===== src/design/smsp_pkg.sv =====
package smsp_pkg;

    // ------------------------------------------------------------
    // register indices (byte address is four times the index)
    // ------------------------------------------------------------
    localparam logic [5:0] SMSP_IDX_CTRL = 6'h0d;
    localparam logic [5:0] SMSP_IDX_STAT = 6'h0e;
    localparam logic [5:0] SMSP_IDX_DATA = 6'h0f;
    localparam logic [5:0] SMSP_IDX_PINS = 6'h10;

    // ------------------------------------------------------------
    // control fields and reset values
    // ------------------------------------------------------------
    localparam int SMSP_B_IRQ_EN = 7;
    localparam int SMSP_B_EN = 6;
    localparam int SMSP_B_ORDER = 5;
    localparam int SMSP_B_MASTER = 4;
    localparam int SMSP_B_CLOCK_POLARITY = 3;
    localparam int SMSP_B_CLOCK_PHASE = 2;
    localparam int SMSP_B_RATE = 0;
    localparam logic [7:0] SMSP_CTRL_RST = 8'h04;

    localparam int SMSP_B_FLAG = 7;
    localparam int SMSP_B_WRITE_COLLISION_FLAG = 6;

    // pin control: direction bits are one for output
    localparam int SMSP_B_DIR_MOSI = 0;
    localparam int SMSP_B_DIR_MISO = 1;
    localparam int SMSP_B_DIR_SCK = 2;
    localparam int SMSP_B_DIR_SS = 3;
    localparam int SMSP_B_SS_LVL = 4;
    localparam logic [7:0] SMSP_PINS_RST = 8'h10;

    // ------------------------------------------------------------
    // half periods of the master clock per rate code
    // ------------------------------------------------------------
    // seven bits wide so that the slowest half period of 64 fits
    localparam logic [6:0] SMSP_HALF_DIV4 = 7'h02;
    localparam logic [6:0] SMSP_HALF_DIV16 = 7'h08;
    localparam logic [6:0] SMSP_HALF_DIV64 = 7'h20;
    localparam logic [6:0] SMSP_HALF_DIV128 = 7'h40;
    localparam logic [4:0] SMSP_EDGES_PER_BYTE = 5'h10;
    localparam logic [3:0] SMSP_BITS_PER_BYTE = 4'h8;

    typedef enum logic {SMSP_IDLE, SMSP_XFER} smsp_state_t;

endpackage : smsp_pkg


===== src/design/smsp_clkdiv.sv =====
`timescale 1ns/10ps
module smsp_clkdiv
    import smsp_pkg::*;
(
    // clock and control
    input wire logic clk,
    input wire logic rst_b,
    input wire logic ce,
    input wire logic run,
    input wire logic [1:0] rate,
    // half period pulse
    output logic tick
);

    logic [6:0] cnt_q;
    logic [6:0] cnt_d;
    logic [6:0] half;

    always_comb begin
        case (rate)
            2'b00: half = SMSP_HALF_DIV4;
            2'b01: half = SMSP_HALF_DIV16;
            2'b10: half = SMSP_HALF_DIV64;
            default: half = SMSP_HALF_DIV128;
        endcase
        tick = run && (cnt_q == half - 7'h01);
        cnt_d = (!run || tick) ? 7'h00 : cnt_q + 7'h01;
    end

    always_ff @(posedge clk) begin
        if (!rst_b) begin
            cnt_q <= 7'h00;
        end else if (ce) begin
            cnt_q <= cnt_d;
        end
    end

    chk_fast_rate: assert property (@(posedge clk) disable iff (!rst_b)
        (tick && ce && run && rate == 2'b00) ##1 (ce && run && rate == 2'b00) |-> !tick)
        else $error("fastest rate ticked on consecutive cycles");

endmodule : smsp_clkdiv


===== src/design/smsp_shifter.sv =====
`timescale 1ns/10ps
module smsp_shifter
    import smsp_pkg::*;
(
    // clock and control
    input wire logic clk,
    input wire logic rst_b,
    input wire logic ce,
    input wire logic lsb_first,
    // load, sample and shift strobes
    input wire logic load,
    input wire logic [7:0] load_val,
    input wire logic sample,
    input wire logic sample_in,
    input wire logic shift,
    // serial out and assembled byte
    output logic out_bit,
    output logic [7:0] rx_word
);

    logic [7:0] sh_q;
    logic [7:0] sh_d;
    logic samp_q;
    logic samp_d;
    logic [7:0] shifted;

    always_comb begin
        // ring step: outgoing bit leaves, sampled bit enters
        shifted = lsb_first ? {samp_q, sh_q[7:1]} : {sh_q[6:0], samp_q};
        rx_word = lsb_first ? {sample_in, sh_q[7:1]} : {sh_q[6:0], sample_in};
        out_bit = lsb_first ? sh_q[0] : sh_q[7];
        samp_d = sample ? sample_in : samp_q;
        sh_d = load ? load_val : (shift ? shifted : sh_q);
    end

    always_ff @(posedge clk) begin
        if (!rst_b) begin
            sh_q <= 8'h00;
            samp_q <= 1'b0;
        end else if (ce) begin
            sh_q <= sh_d;
            samp_q <= samp_d;
        end
    end

endmodule : smsp_shifter


===== src/design/smsp_top.sv =====
`timescale 1ns/10ps
module smsp_top
    import smsp_pkg::*;
(
    // clock, reset, enable
    input wire logic MCLK,
    input wire logic RST_B,
    input wire logic CE,
    // apb slave
    input wire logic PSEL,
    input wire logic PENABLE,
    input wire logic PWRITE,
    input wire logic [7:0] PADDR,
    input wire logic [31:0] PWDATA,
    output logic [31:0] PRDATA,
    output logic PREADY,
    output logic PSLVERR,
    // interrupt
    input wire logic GLOBAL_IRQ_EN,
    input wire logic IRQ_ACK,
    output logic IRQ,
    // serial pins, enables low while driving
    input wire logic SCK_I,
    output logic SCK_O,
    output logic SCK_OE_N,
    input wire logic MOSI_I,
    output logic MOSI_O,
    output logic MOSI_OE_N,
    input wire logic MISO_I,
    output logic MISO_O,
    output logic MISO_OE_N,
    input wire logic SS_N_I,
    output logic SS_N_O,
    output logic SS_N_OE_N
);

    // ------------------------------------------------------------
    // state
    // ------------------------------------------------------------
    smsp_state_t state_q, state_d;
    logic [7:0] ctrl_q, ctrl_d;
    logic [7:0] pins_q, pins_d;
    logic [7:0] rxbuf_q, rxbuf_d;
    logic [7:0] rdata_q, rdata_d;
    logic flag_q, flag_d;
    logic write_collision_flag_q, write_collision_flag_d;
    logic arm_flag_q, arm_flag_d;
    logic arm_write_collision_flag_q, arm_write_collision_flag_d;
    logic sck_q, sck_d;
    logic sck_prev_q, sck_prev_d;
    logic [4:0] ntog_q, ntog_d;
    logic [3:0] nsamp_q, nsamp_d;

    // ------------------------------------------------------------
    // decode and events
    // ------------------------------------------------------------
    logic en, master, clock_polarity, clock_phase, order;
    logic setup, access, wr, rd, hit_ctrl, hit_stat, hit_data, hit_pins, mapped;
    logic data_acc, data_wr, busy, fault, slave_act;
    logic tick, edge_ev, lead, sample_ev, shift_ev, last_samp, done_m;
    logic load, out_bit, samp_in;
    logic [7:0] rx_word;

    assign en = ctrl_q[SMSP_B_EN];
    assign master = ctrl_q[SMSP_B_MASTER];
    assign clock_polarity = ctrl_q[SMSP_B_CLOCK_POLARITY];
    assign clock_phase = ctrl_q[SMSP_B_CLOCK_PHASE];
    assign order = ctrl_q[SMSP_B_ORDER];

    always_comb begin
        setup = PSEL && !PENABLE;
        access = PSEL && PENABLE;
        hit_ctrl = PADDR[7:2] == SMSP_IDX_CTRL;
        hit_stat = PADDR[7:2] == SMSP_IDX_STAT;
        hit_data = PADDR[7:2] == SMSP_IDX_DATA;
        hit_pins = PADDR[7:2] == SMSP_IDX_PINS;
        mapped = (hit_ctrl || hit_stat || hit_data || hit_pins) && PADDR[1:0] == 2'b00;
        wr = access && PWRITE && mapped;
        rd = access && !PWRITE && mapped;
        data_acc = access && mapped && hit_data;
        data_wr = wr && hit_data;
        slave_act = en && !master && !SS_N_I;
        busy = (master && state_q == SMSP_XFER) || (!master && nsamp_q != 4'h0);
        // select driven low by another master while we are master
        fault = en && master && !pins_q[SMSP_B_DIR_SS] && !SS_N_I;
        // master edges come from our own divider, slave edges from the pin
        edge_ev = (en && master && state_q == SMSP_XFER) ? tick
                : (slave_act && SCK_I != sck_prev_q);
        lead = edge_ev && ((master ? sck_q : sck_prev_q) == clock_polarity);
        sample_ev = (clock_phase ? (edge_ev && !lead) : lead) && nsamp_q < SMSP_BITS_PER_BYTE;
        shift_ev = (clock_phase ? (lead && nsamp_q != 4'h0) : (edge_ev && !lead))
                 && nsamp_q < SMSP_BITS_PER_BYTE;
        last_samp = sample_ev && nsamp_q == SMSP_BITS_PER_BYTE - 4'h1;
        done_m = master && state_q == SMSP_XFER && tick
               && ntog_q == SMSP_EDGES_PER_BYTE - 5'h01;
        load = data_wr && !busy && en;
        samp_in = master ? MISO_I : MOSI_I;
    end

    smsp_clkdiv smsp_clkdiv_inst (
        .clk(MCLK),
        .rst_b(RST_B),
        .ce(CE),
        .run(en && master && state_q == SMSP_XFER),
        .rate(ctrl_q[SMSP_B_RATE +: 2]),
        .tick(tick)
    );

    smsp_shifter smsp_shifter_inst (
        .clk(MCLK),
        .rst_b(RST_B),
        .ce(CE),
        .lsb_first(order),
        .load(load),
        .load_val(PWDATA[7:0]),
        .sample(sample_ev),
        .sample_in(samp_in),
        .shift(shift_ev),
        .out_bit(out_bit),
        .rx_word(rx_word)
    );

    // ------------------------------------------------------------
    // next state
    // ------------------------------------------------------------
    always_comb begin
        state_d = state_q;
        ctrl_d = ctrl_q;
        pins_d = pins_q;
        rxbuf_d = rxbuf_q;
        flag_d = flag_q;
        write_collision_flag_d = write_collision_flag_q;
        arm_flag_d = arm_flag_q;
        arm_write_collision_flag_d = arm_write_collision_flag_q;
        sck_d = sck_q;
        sck_prev_d = SCK_I;
        ntog_d = ntog_q;
        nsamp_d = nsamp_q;
        rdata_d = rdata_q;

        // read data is captured in setup so the access phase answers
        if (setup) begin
            case (PADDR[7:2])
                SMSP_IDX_CTRL: rdata_d = ctrl_q;
                SMSP_IDX_STAT: rdata_d = {flag_q, write_collision_flag_q, 6'h00};
                SMSP_IDX_DATA: rdata_d = rxbuf_q;
                SMSP_IDX_PINS: rdata_d = pins_q;
                default: rdata_d = 8'h00;
            endcase
        end

        // clears first, so that a same-cycle set below wins
        if (rd && hit_stat) begin
            arm_flag_d = rdata_q[SMSP_B_FLAG];
            arm_write_collision_flag_d = rdata_q[SMSP_B_WRITE_COLLISION_FLAG];
        end
        if (data_acc) begin
            if (arm_flag_q) begin
                flag_d = 1'b0;
            end
            if (arm_write_collision_flag_q) begin
                write_collision_flag_d = 1'b0;
                flag_d = 1'b0;
            end
            arm_flag_d = 1'b0;
            arm_write_collision_flag_d = 1'b0;
        end
        if (IRQ_ACK) begin
            flag_d = 1'b0;
        end
        if (wr && hit_ctrl) begin
            ctrl_d = PWDATA[7:0];
        end
        if (wr && hit_pins) begin
            pins_d = {3'h0, PWDATA[4:0]};
        end
        if (data_wr && busy) begin
            write_collision_flag_d = 1'b1;
        end

        // serial engine
        if (sample_ev) begin
            nsamp_d = nsamp_q + 4'h1;
        end
        if (last_samp) begin
            rxbuf_d = rx_word;
            if (!master) begin
                flag_d = 1'b1;
                nsamp_d = 4'h0;
            end
        end
        case (state_q)
            SMSP_IDLE: begin
                sck_d = clock_polarity;
                ntog_d = 5'h00;
                if (load && master) begin
                    state_d = SMSP_XFER;
                    nsamp_d = 4'h0;
                end else if (load) begin
                    nsamp_d = 4'h0;
                end
            end
            SMSP_XFER: begin
                if (tick) begin
                    sck_d = !sck_q;
                    ntog_d = ntog_q + 5'h01;
                end
                if (done_m) begin
                    state_d = SMSP_IDLE;
                    flag_d = 1'b1;
                    nsamp_d = 4'h0;
                end
            end
            default: state_d = SMSP_IDLE;
        endcase

        if (fault) begin
            ctrl_d[SMSP_B_MASTER] = 1'b0;
            flag_d = 1'b1;
            state_d = SMSP_IDLE;
            nsamp_d = 4'h0;
        end
        if (en && !master && SS_N_I) begin
            nsamp_d = 4'h0;
        end
        if (!en) begin
            state_d = SMSP_IDLE;
            nsamp_d = 4'h0;
        end
    end

    always_ff @(posedge MCLK) begin
        if (!RST_B) begin
            state_q <= SMSP_IDLE;
            ctrl_q <= SMSP_CTRL_RST;
            pins_q <= SMSP_PINS_RST;
            rxbuf_q <= 8'h00;
            rdata_q <= 8'h00;
            flag_q <= 1'b0;
            write_collision_flag_q <= 1'b0;
            arm_flag_q <= 1'b0;
            arm_write_collision_flag_q <= 1'b0;
            sck_q <= 1'b0;
            sck_prev_q <= 1'b0;
            ntog_q <= 5'h00;
            nsamp_q <= 4'h0;
        end else if (CE) begin
            state_q <= state_d;
            ctrl_q <= ctrl_d;
            pins_q <= pins_d;
            rxbuf_q <= rxbuf_d;
            rdata_q <= rdata_d;
            flag_q <= flag_d;
            write_collision_flag_q <= write_collision_flag_d;
            arm_flag_q <= arm_flag_d;
            arm_write_collision_flag_q <= arm_write_collision_flag_d;
            sck_q <= sck_d;
            sck_prev_q <= sck_prev_d;
            ntog_q <= ntog_d;
            nsamp_q <= nsamp_d;
        end
    end

    // ------------------------------------------------------------
    // outputs
    // ------------------------------------------------------------
    always_comb begin
        PRDATA = {24'h000000, rdata_q};
        PREADY = 1'b1;
        PSLVERR = access && !mapped;
        IRQ = flag_q && ctrl_q[SMSP_B_IRQ_EN] && GLOBAL_IRQ_EN;
        SCK_O = sck_q;
        MOSI_O = out_bit;
        MISO_O = out_bit;
        SS_N_O = pins_q[SMSP_B_SS_LVL];
        // while enabled, mode can only turn a pin into an input; driving still needs its direction bit
        SCK_OE_N = !(pins_q[SMSP_B_DIR_SCK] && !(en && !master));
        MOSI_OE_N = !(pins_q[SMSP_B_DIR_MOSI] && !(en && !master));
        MISO_OE_N = !(pins_q[SMSP_B_DIR_MISO] && !(en && master)
                      && !(en && !master && SS_N_I));
        SS_N_OE_N = !(pins_q[SMSP_B_DIR_SS] && !(en && !master));
    end

    // ------------------------------------------------------------
    // checks
    // ------------------------------------------------------------
    chk_sck_idle_level: assert property (@(posedge MCLK) disable iff (!RST_B)
        $past(CE && state_q == SMSP_IDLE) && $past(RST_B)
        |-> sck_q == $past(ctrl_q[SMSP_B_CLOCK_POLARITY]))
        else $error("serial clock not at idle level");

    chk_byte_done_flag: assert property (@(posedge MCLK) disable iff (!RST_B)
        CE && done_m && !fault && en |=> flag_q && state_q == SMSP_IDLE)
        else $error("master byte end did not set flag");

    chk_mode_fault_drop: assert property (@(posedge MCLK) disable iff (!RST_B)
        CE && fault |=> !ctrl_q[SMSP_B_MASTER] && flag_q)
        else $error("select fault did not drop master mode");

    chk_collision_set: assert property (@(posedge MCLK) disable iff (!RST_B)
        CE && data_wr && busy |=> write_collision_flag_q)
        else $error("busy data write missed collision flag");

    chk_busy_write_ignored: assert property (@(posedge MCLK) disable iff (!RST_B)
        CE && data_wr && master && state_q == SMSP_XFER && !tick && !fault && en
        |=> state_q == SMSP_XFER && $stable(ntog_q))
        else $error("busy data write disturbed transfer");

    chk_irq_request: assert property (@(posedge MCLK) disable iff (!RST_B)
        CE && done_m && en && !fault ##1 ctrl_q[SMSP_B_IRQ_EN] && GLOBAL_IRQ_EN |-> IRQ)
        else $error("interrupt not raised on flag");

    chk_disabled_idle: assert property (@(posedge MCLK) disable iff (!RST_B)
        CE && !en ##1 CE |-> state_q == SMSP_IDLE && nsamp_q == 4'h0)
        else $error("disabled port kept transferring");

    chk_slave_sck_input: assert property (@(posedge MCLK) disable iff (!RST_B)
        en && !master |-> SCK_OE_N && MOSI_OE_N)
        else $error("slave drove clock or mosi");

    chk_master_miso_in: assert property (@(posedge MCLK) disable iff (!RST_B)
        en && master |-> MISO_OE_N)
        else $error("master drove miso");

    chk_ack_clears: assert property (@(posedge MCLK) disable iff (!RST_B)
        CE && IRQ_ACK && !done_m && !fault && !last_samp |=> !flag_q)
        else $error("vector acknowledge did not clear flag");

    chk_eight_pulses: assert property (@(posedge MCLK) disable iff (!RST_B)
        state_q == SMSP_XFER |-> ntog_q < SMSP_EDGES_PER_BYTE)
        else $error("more than eight clock pulses in a byte");

endmodule : smsp_top


===== config.mk =====
export PLATFORM = sky130hd
export DESIGN_NAME = smsp_top
export DESIGN_NICKNAME = d
export VERILOG_FILES = /design/src/design/smsp_pkg.sv /design/src/design/smsp_clkdiv.sv /design/src/design/smsp_shifter.sv /design/src/design/smsp_top.sv
export SDC_FILE = /design/constraint.sdc
export NUM_CORES = 1
export LEC_CHECK = 0
export ABC_AREA = 1
export BUFFER_PORTS_ARGS = -buffer_cell sky130_fd_sc_hd__clkbuf_2
export CAP_MARGIN = 30
export CORE_ASPECT_RATIO = 0.5
export CORE_MARGIN = 5
export CORE_UTILIZATION = 48
export DETAILED_ROUTE_END_ITERATION = 6
export GPL_TIMING_DRIVEN = 0
export PLACE_DENSITY_LB_ADDON = 0.3
export SLEW_MARGIN = 30
export SYNTH_ARGS = -nofsm -noshare
export SYNTH_HDL_FRONTEND = slang
export SYNTH_SLANG_ARGS = --single-unit

===== constraint.sdc =====
create_clock -name MCLK -period 2.1 [get_ports MCLK]
set_clock_uncertainty 0.1 [all_clocks]
set_input_delay 0.315 -clock MCLK [delete_from_list [all_inputs] [get_ports MCLK]]
set_output_delay 0.315 -clock MCLK [all_outputs]
set_load 0.01 [all_outputs]

==> impl_metrics.tcl <==
set metrics [dict create \
    status "finished, violations left" \
    final_cells 725 \
    hold_viol_final 0 \
    power_density_nw_per_um2 622 \
    clock_path_buffers 2 \
    clockRootBuffer "clkbuf_16" \
    cp_cell_sequence "inv_4 -> nand2_2 -> ha_4 -> inv_2 -> nand2_2 -> nand3_2 -> nor2_2 -> nand3_2 -> nand2_4 -> nand3_2 -> nand2_2 -> nand2_2 -> o21ai_4 -> buf_6 -> nand3_2 -> nand2_1 -> nor2_1" \
    critical_path.top_delay_family "simple AND/OR/NAND/NOR gates" \
    die_h_um 71.8 \
    core_region_area_sq_um 7380 \
    num_vias 3713 \
    antenna_cells 0 \
    die_width_um 134 \
    multi_input_area_sq_um 2110 \
    grt_pass1_wl_um 16200 \
    worstSetupEndpointType "flip-flop" \
    synth-edff-count 0 \
    layout-drive-gt1-share_pct 29.3 \
    slew_viol_final 0 \
    swShare_pct 22.1 \
    top_layer "met4" \
    num_rows 22 \
    route.detailed.wl_per_inst_um 14.2 \
    leakagePower_nw 2.05 \
    start_kind "flip-flop" \
    syn_avg_cell_area_sq_um 6.94 \
    fin_crit_ns 2.25 \
    gr-total-overflow 0 \
    finalCritPeriodShare_pct 107 \
    synth-main-ff-cell "dfxtp_1" \
    critPathKind "reg -> reg" \
    wl_met3_um 1080 \
    area_growth_pct 28.3 \
    seqPwrFrac_pct 40.0 \
    cp.required_ns 2.23 \
    postRouteAntennaNets 0 \
    wl_um 10300 \
    syn-cell-area_sq_um 3660 \
    ir_drop_mv 0.386 \
    setup_slack_ns -0.155 \
    cts.sink_count 61 \
    async_reset_ff_share_pct 0 \
    fmax_ghz 0.443 \
    switching_power_mw 0.644 \
    arrival_ns 2.38 \
    insertion_delay_ns 0.33 \
    cpPeakStageDelay_ns 0.33 \
    place.gp.congestion 0.920 \
    setup_viol 23 \
    cts_buffers 9 \
    hpwl_um 7320 \
    drt_iter0_markers 376 \
    cts_tree "done" \
    wl_met2_um 4600 \
    grt_max_degree 11 \
    path_clk_slew_ns 0.05 \
    synth.distinct_cells 42 \
    grt_use_total_pct 21.2 \
    slew_headroom_pct 59.9 \
    fillers 655 \
    cp_max_fo 5 \
    antenna_found_initial 0 \
    cts_max_level 3 \
    drc 0 \
    portBuffers 44 \
    ios 95 \
    nets 682 \
    p_int_mw 2.28 \
    grt_pass1_vias 3413 \
    viasPerCell 5.12 \
    ys_ff_latch 61 \
    synth_warnings 0 \
    hold_buffers 0 \
    maxCapViolations 0 \
    wl_met1_um 4430 \
    slowest_stage "dfxtp_2" \
    tightest_slew_ns 0.600 \
    crit_buf_inv 3 \
    dpl_worst_slack_ns -0.374 \
    fin_util_pct 63.7 \
    syn_inst 528 \
    dr.pass1.iters 5 \
    hold_class "in -> reg" \
    yosysSeqAreaShare_pct 33.3 \
    regArea_sq_um 1230 \
    clkPwrFrac_pct 52.7 \
    start_util_pct 49.7 \
    rsz0062_at_grt "true" \
    violations "setup timing" \
    power_frac_comb_pct 7.3 \
    dieArea_sq_um 9590 \
    place_inst 691 \
]
## Yosys cell counts, drive strengths merged, types with 5 or more instances
master	instances	area [sq um]
a21oi	50	254
buf	36	265
clkbuf	7	26.3
dfxtp	61	1220
ha	6	75.1
inv	69	259
nand2	108	428
nand3	30	178
nand4	5	46.3
nor2	55	224
nor3	17	119
o21ai	50	292
o221ai	7	61.3
xor2	7	68.8
## sequential cells by signal, summed over array words and instances (netlist names)
signal	cells
SCK_O	1
arm_flag_q	1
arm_write_collision_flag_q	1
ctrl_q	8
flag_q	1
nsamp_q	4
ntog_q	5
pins_q	5
rdata_q	8
rxbuf_q	8
sck_prev_q	1
smsp_clkdiv_inst.cnt_q	7
smsp_shifter_inst.samp_q	1
smsp_shifter_inst.sh_q	8
state_q	1
write_collision_flag_q	1
## power by group through the flow
stage	registers, mW	logic (mW)	clock network [mW]
3_3_place_gp	1.19	0.198	0
4_1_cts	1.17	0.203	1.56
6_report	1.17	0.212	1.54
5_1_grt	1.17	0.235	1.61
3_5_place_dp	1.19	0.199	0
2_1_floorplan	1.19	0.139	0
## cell usage in the layout, fill, tap and decap left out, types with 5 or more instances in the layout
cell type / instances
a21oi_1: 47
buf_4: 42
buf_6: 7
clkbuf_1: 10
clkbuf_16: 9
clkbuf_2: 44
conb_1: 25
dfxtp_1: 58
ha_1: 5
inv_1: 59
inv_2: 8
nand2_1: 96
nand2_2: 8
nand3_1: 19
nand3_2: 10
nor2_1: 44
nor2_2: 8
nor3_1: 13
o21ai_0: 30
o21ai_1: 6
o21ai_2: 13
o221ai_1: 7
xor2_1: 6
## cell families (layout without fill, tap and decap cells)
family	count (synthesis)	count (layout)	synth area share (%)
adder cells (fa/ha/maj)	6	6	2.05
buffers and inverters	114	192	15.2
AO/OA/AOI/OAI	116	116	18.4
XOR/XNOR	7	7	1.88
AND/OR/NAND/NOR	221	221	28.6
other	2	25	0.205
flip-flops	61	61	33.3
multiplexers	1	1	0.273
## worst paths after layout
check | start | to | slack, ns | depth (start not counted)
max reg2reg | ctrl_q[1] | smsp_shifter_inst.sh_q[2] | -0.15 | 17
max | ctrl_q[1] | smsp_shifter_inst.sh_q[2] | -0.15 | 17
min reg2reg | rxbuf_q[2] | rxbuf_q[2] | 0.36 | 2
min | PWDATA[4] | pins_q[4] | 0.14 | 3
## tightest hold or removal path: stages
cell and delay (ns):
clkbuf_2 0.11, nand2_1 0.05, o211ai_1 0.06
## layout make-up
type	instances	area share [%]
Clock inverter	4	1.54
Sequential cell	61	26.1
Clock buffer	12	5.03
Tap cell	96	2.56
Timing Repair Buffer	62	7.80
Multi-Input combinational cell	376	44.8
Inverter	71	5.78
Buffer	43	6.34
## routing by layer
layer / track usage (%) / vias up
met1: 27.3 / 1645
met3: 7.29 / 24
met4: 7.53 / 0
met2: 33.4 / 180
li1: - / 1864
met5: 0 / -
## metrics by stage
| stage | setup TNS (ns) | total power [mW] | area [sq um] | hold WS [ns] |
|---|---|---|---|---|
| global placement | -5.76 | 1.39 | 4090 | 0.345 |
| finish | -2.34 | 2.92 | 4700 | 0.144 |
| global route | -5.87 | 3.01 | 4700 | 0.167 |
| floorplan | 0 | 1.33 | 3750 | 0.329 |
| detailed placement | -6.73 | 1.39 | 4090 | 0.350 |
| CTS | -1.09 | 2.93 | 4580 | 0.146 |
## timing repair
action,in CTS,in global routing
gates cloned,2,0
buffers inserted,11,5
resized for setup,26,29
pin swaps,12,15
endpoints found under the setup margin,34,35
No activity file was read; power rests on OpenSTA's default activity.
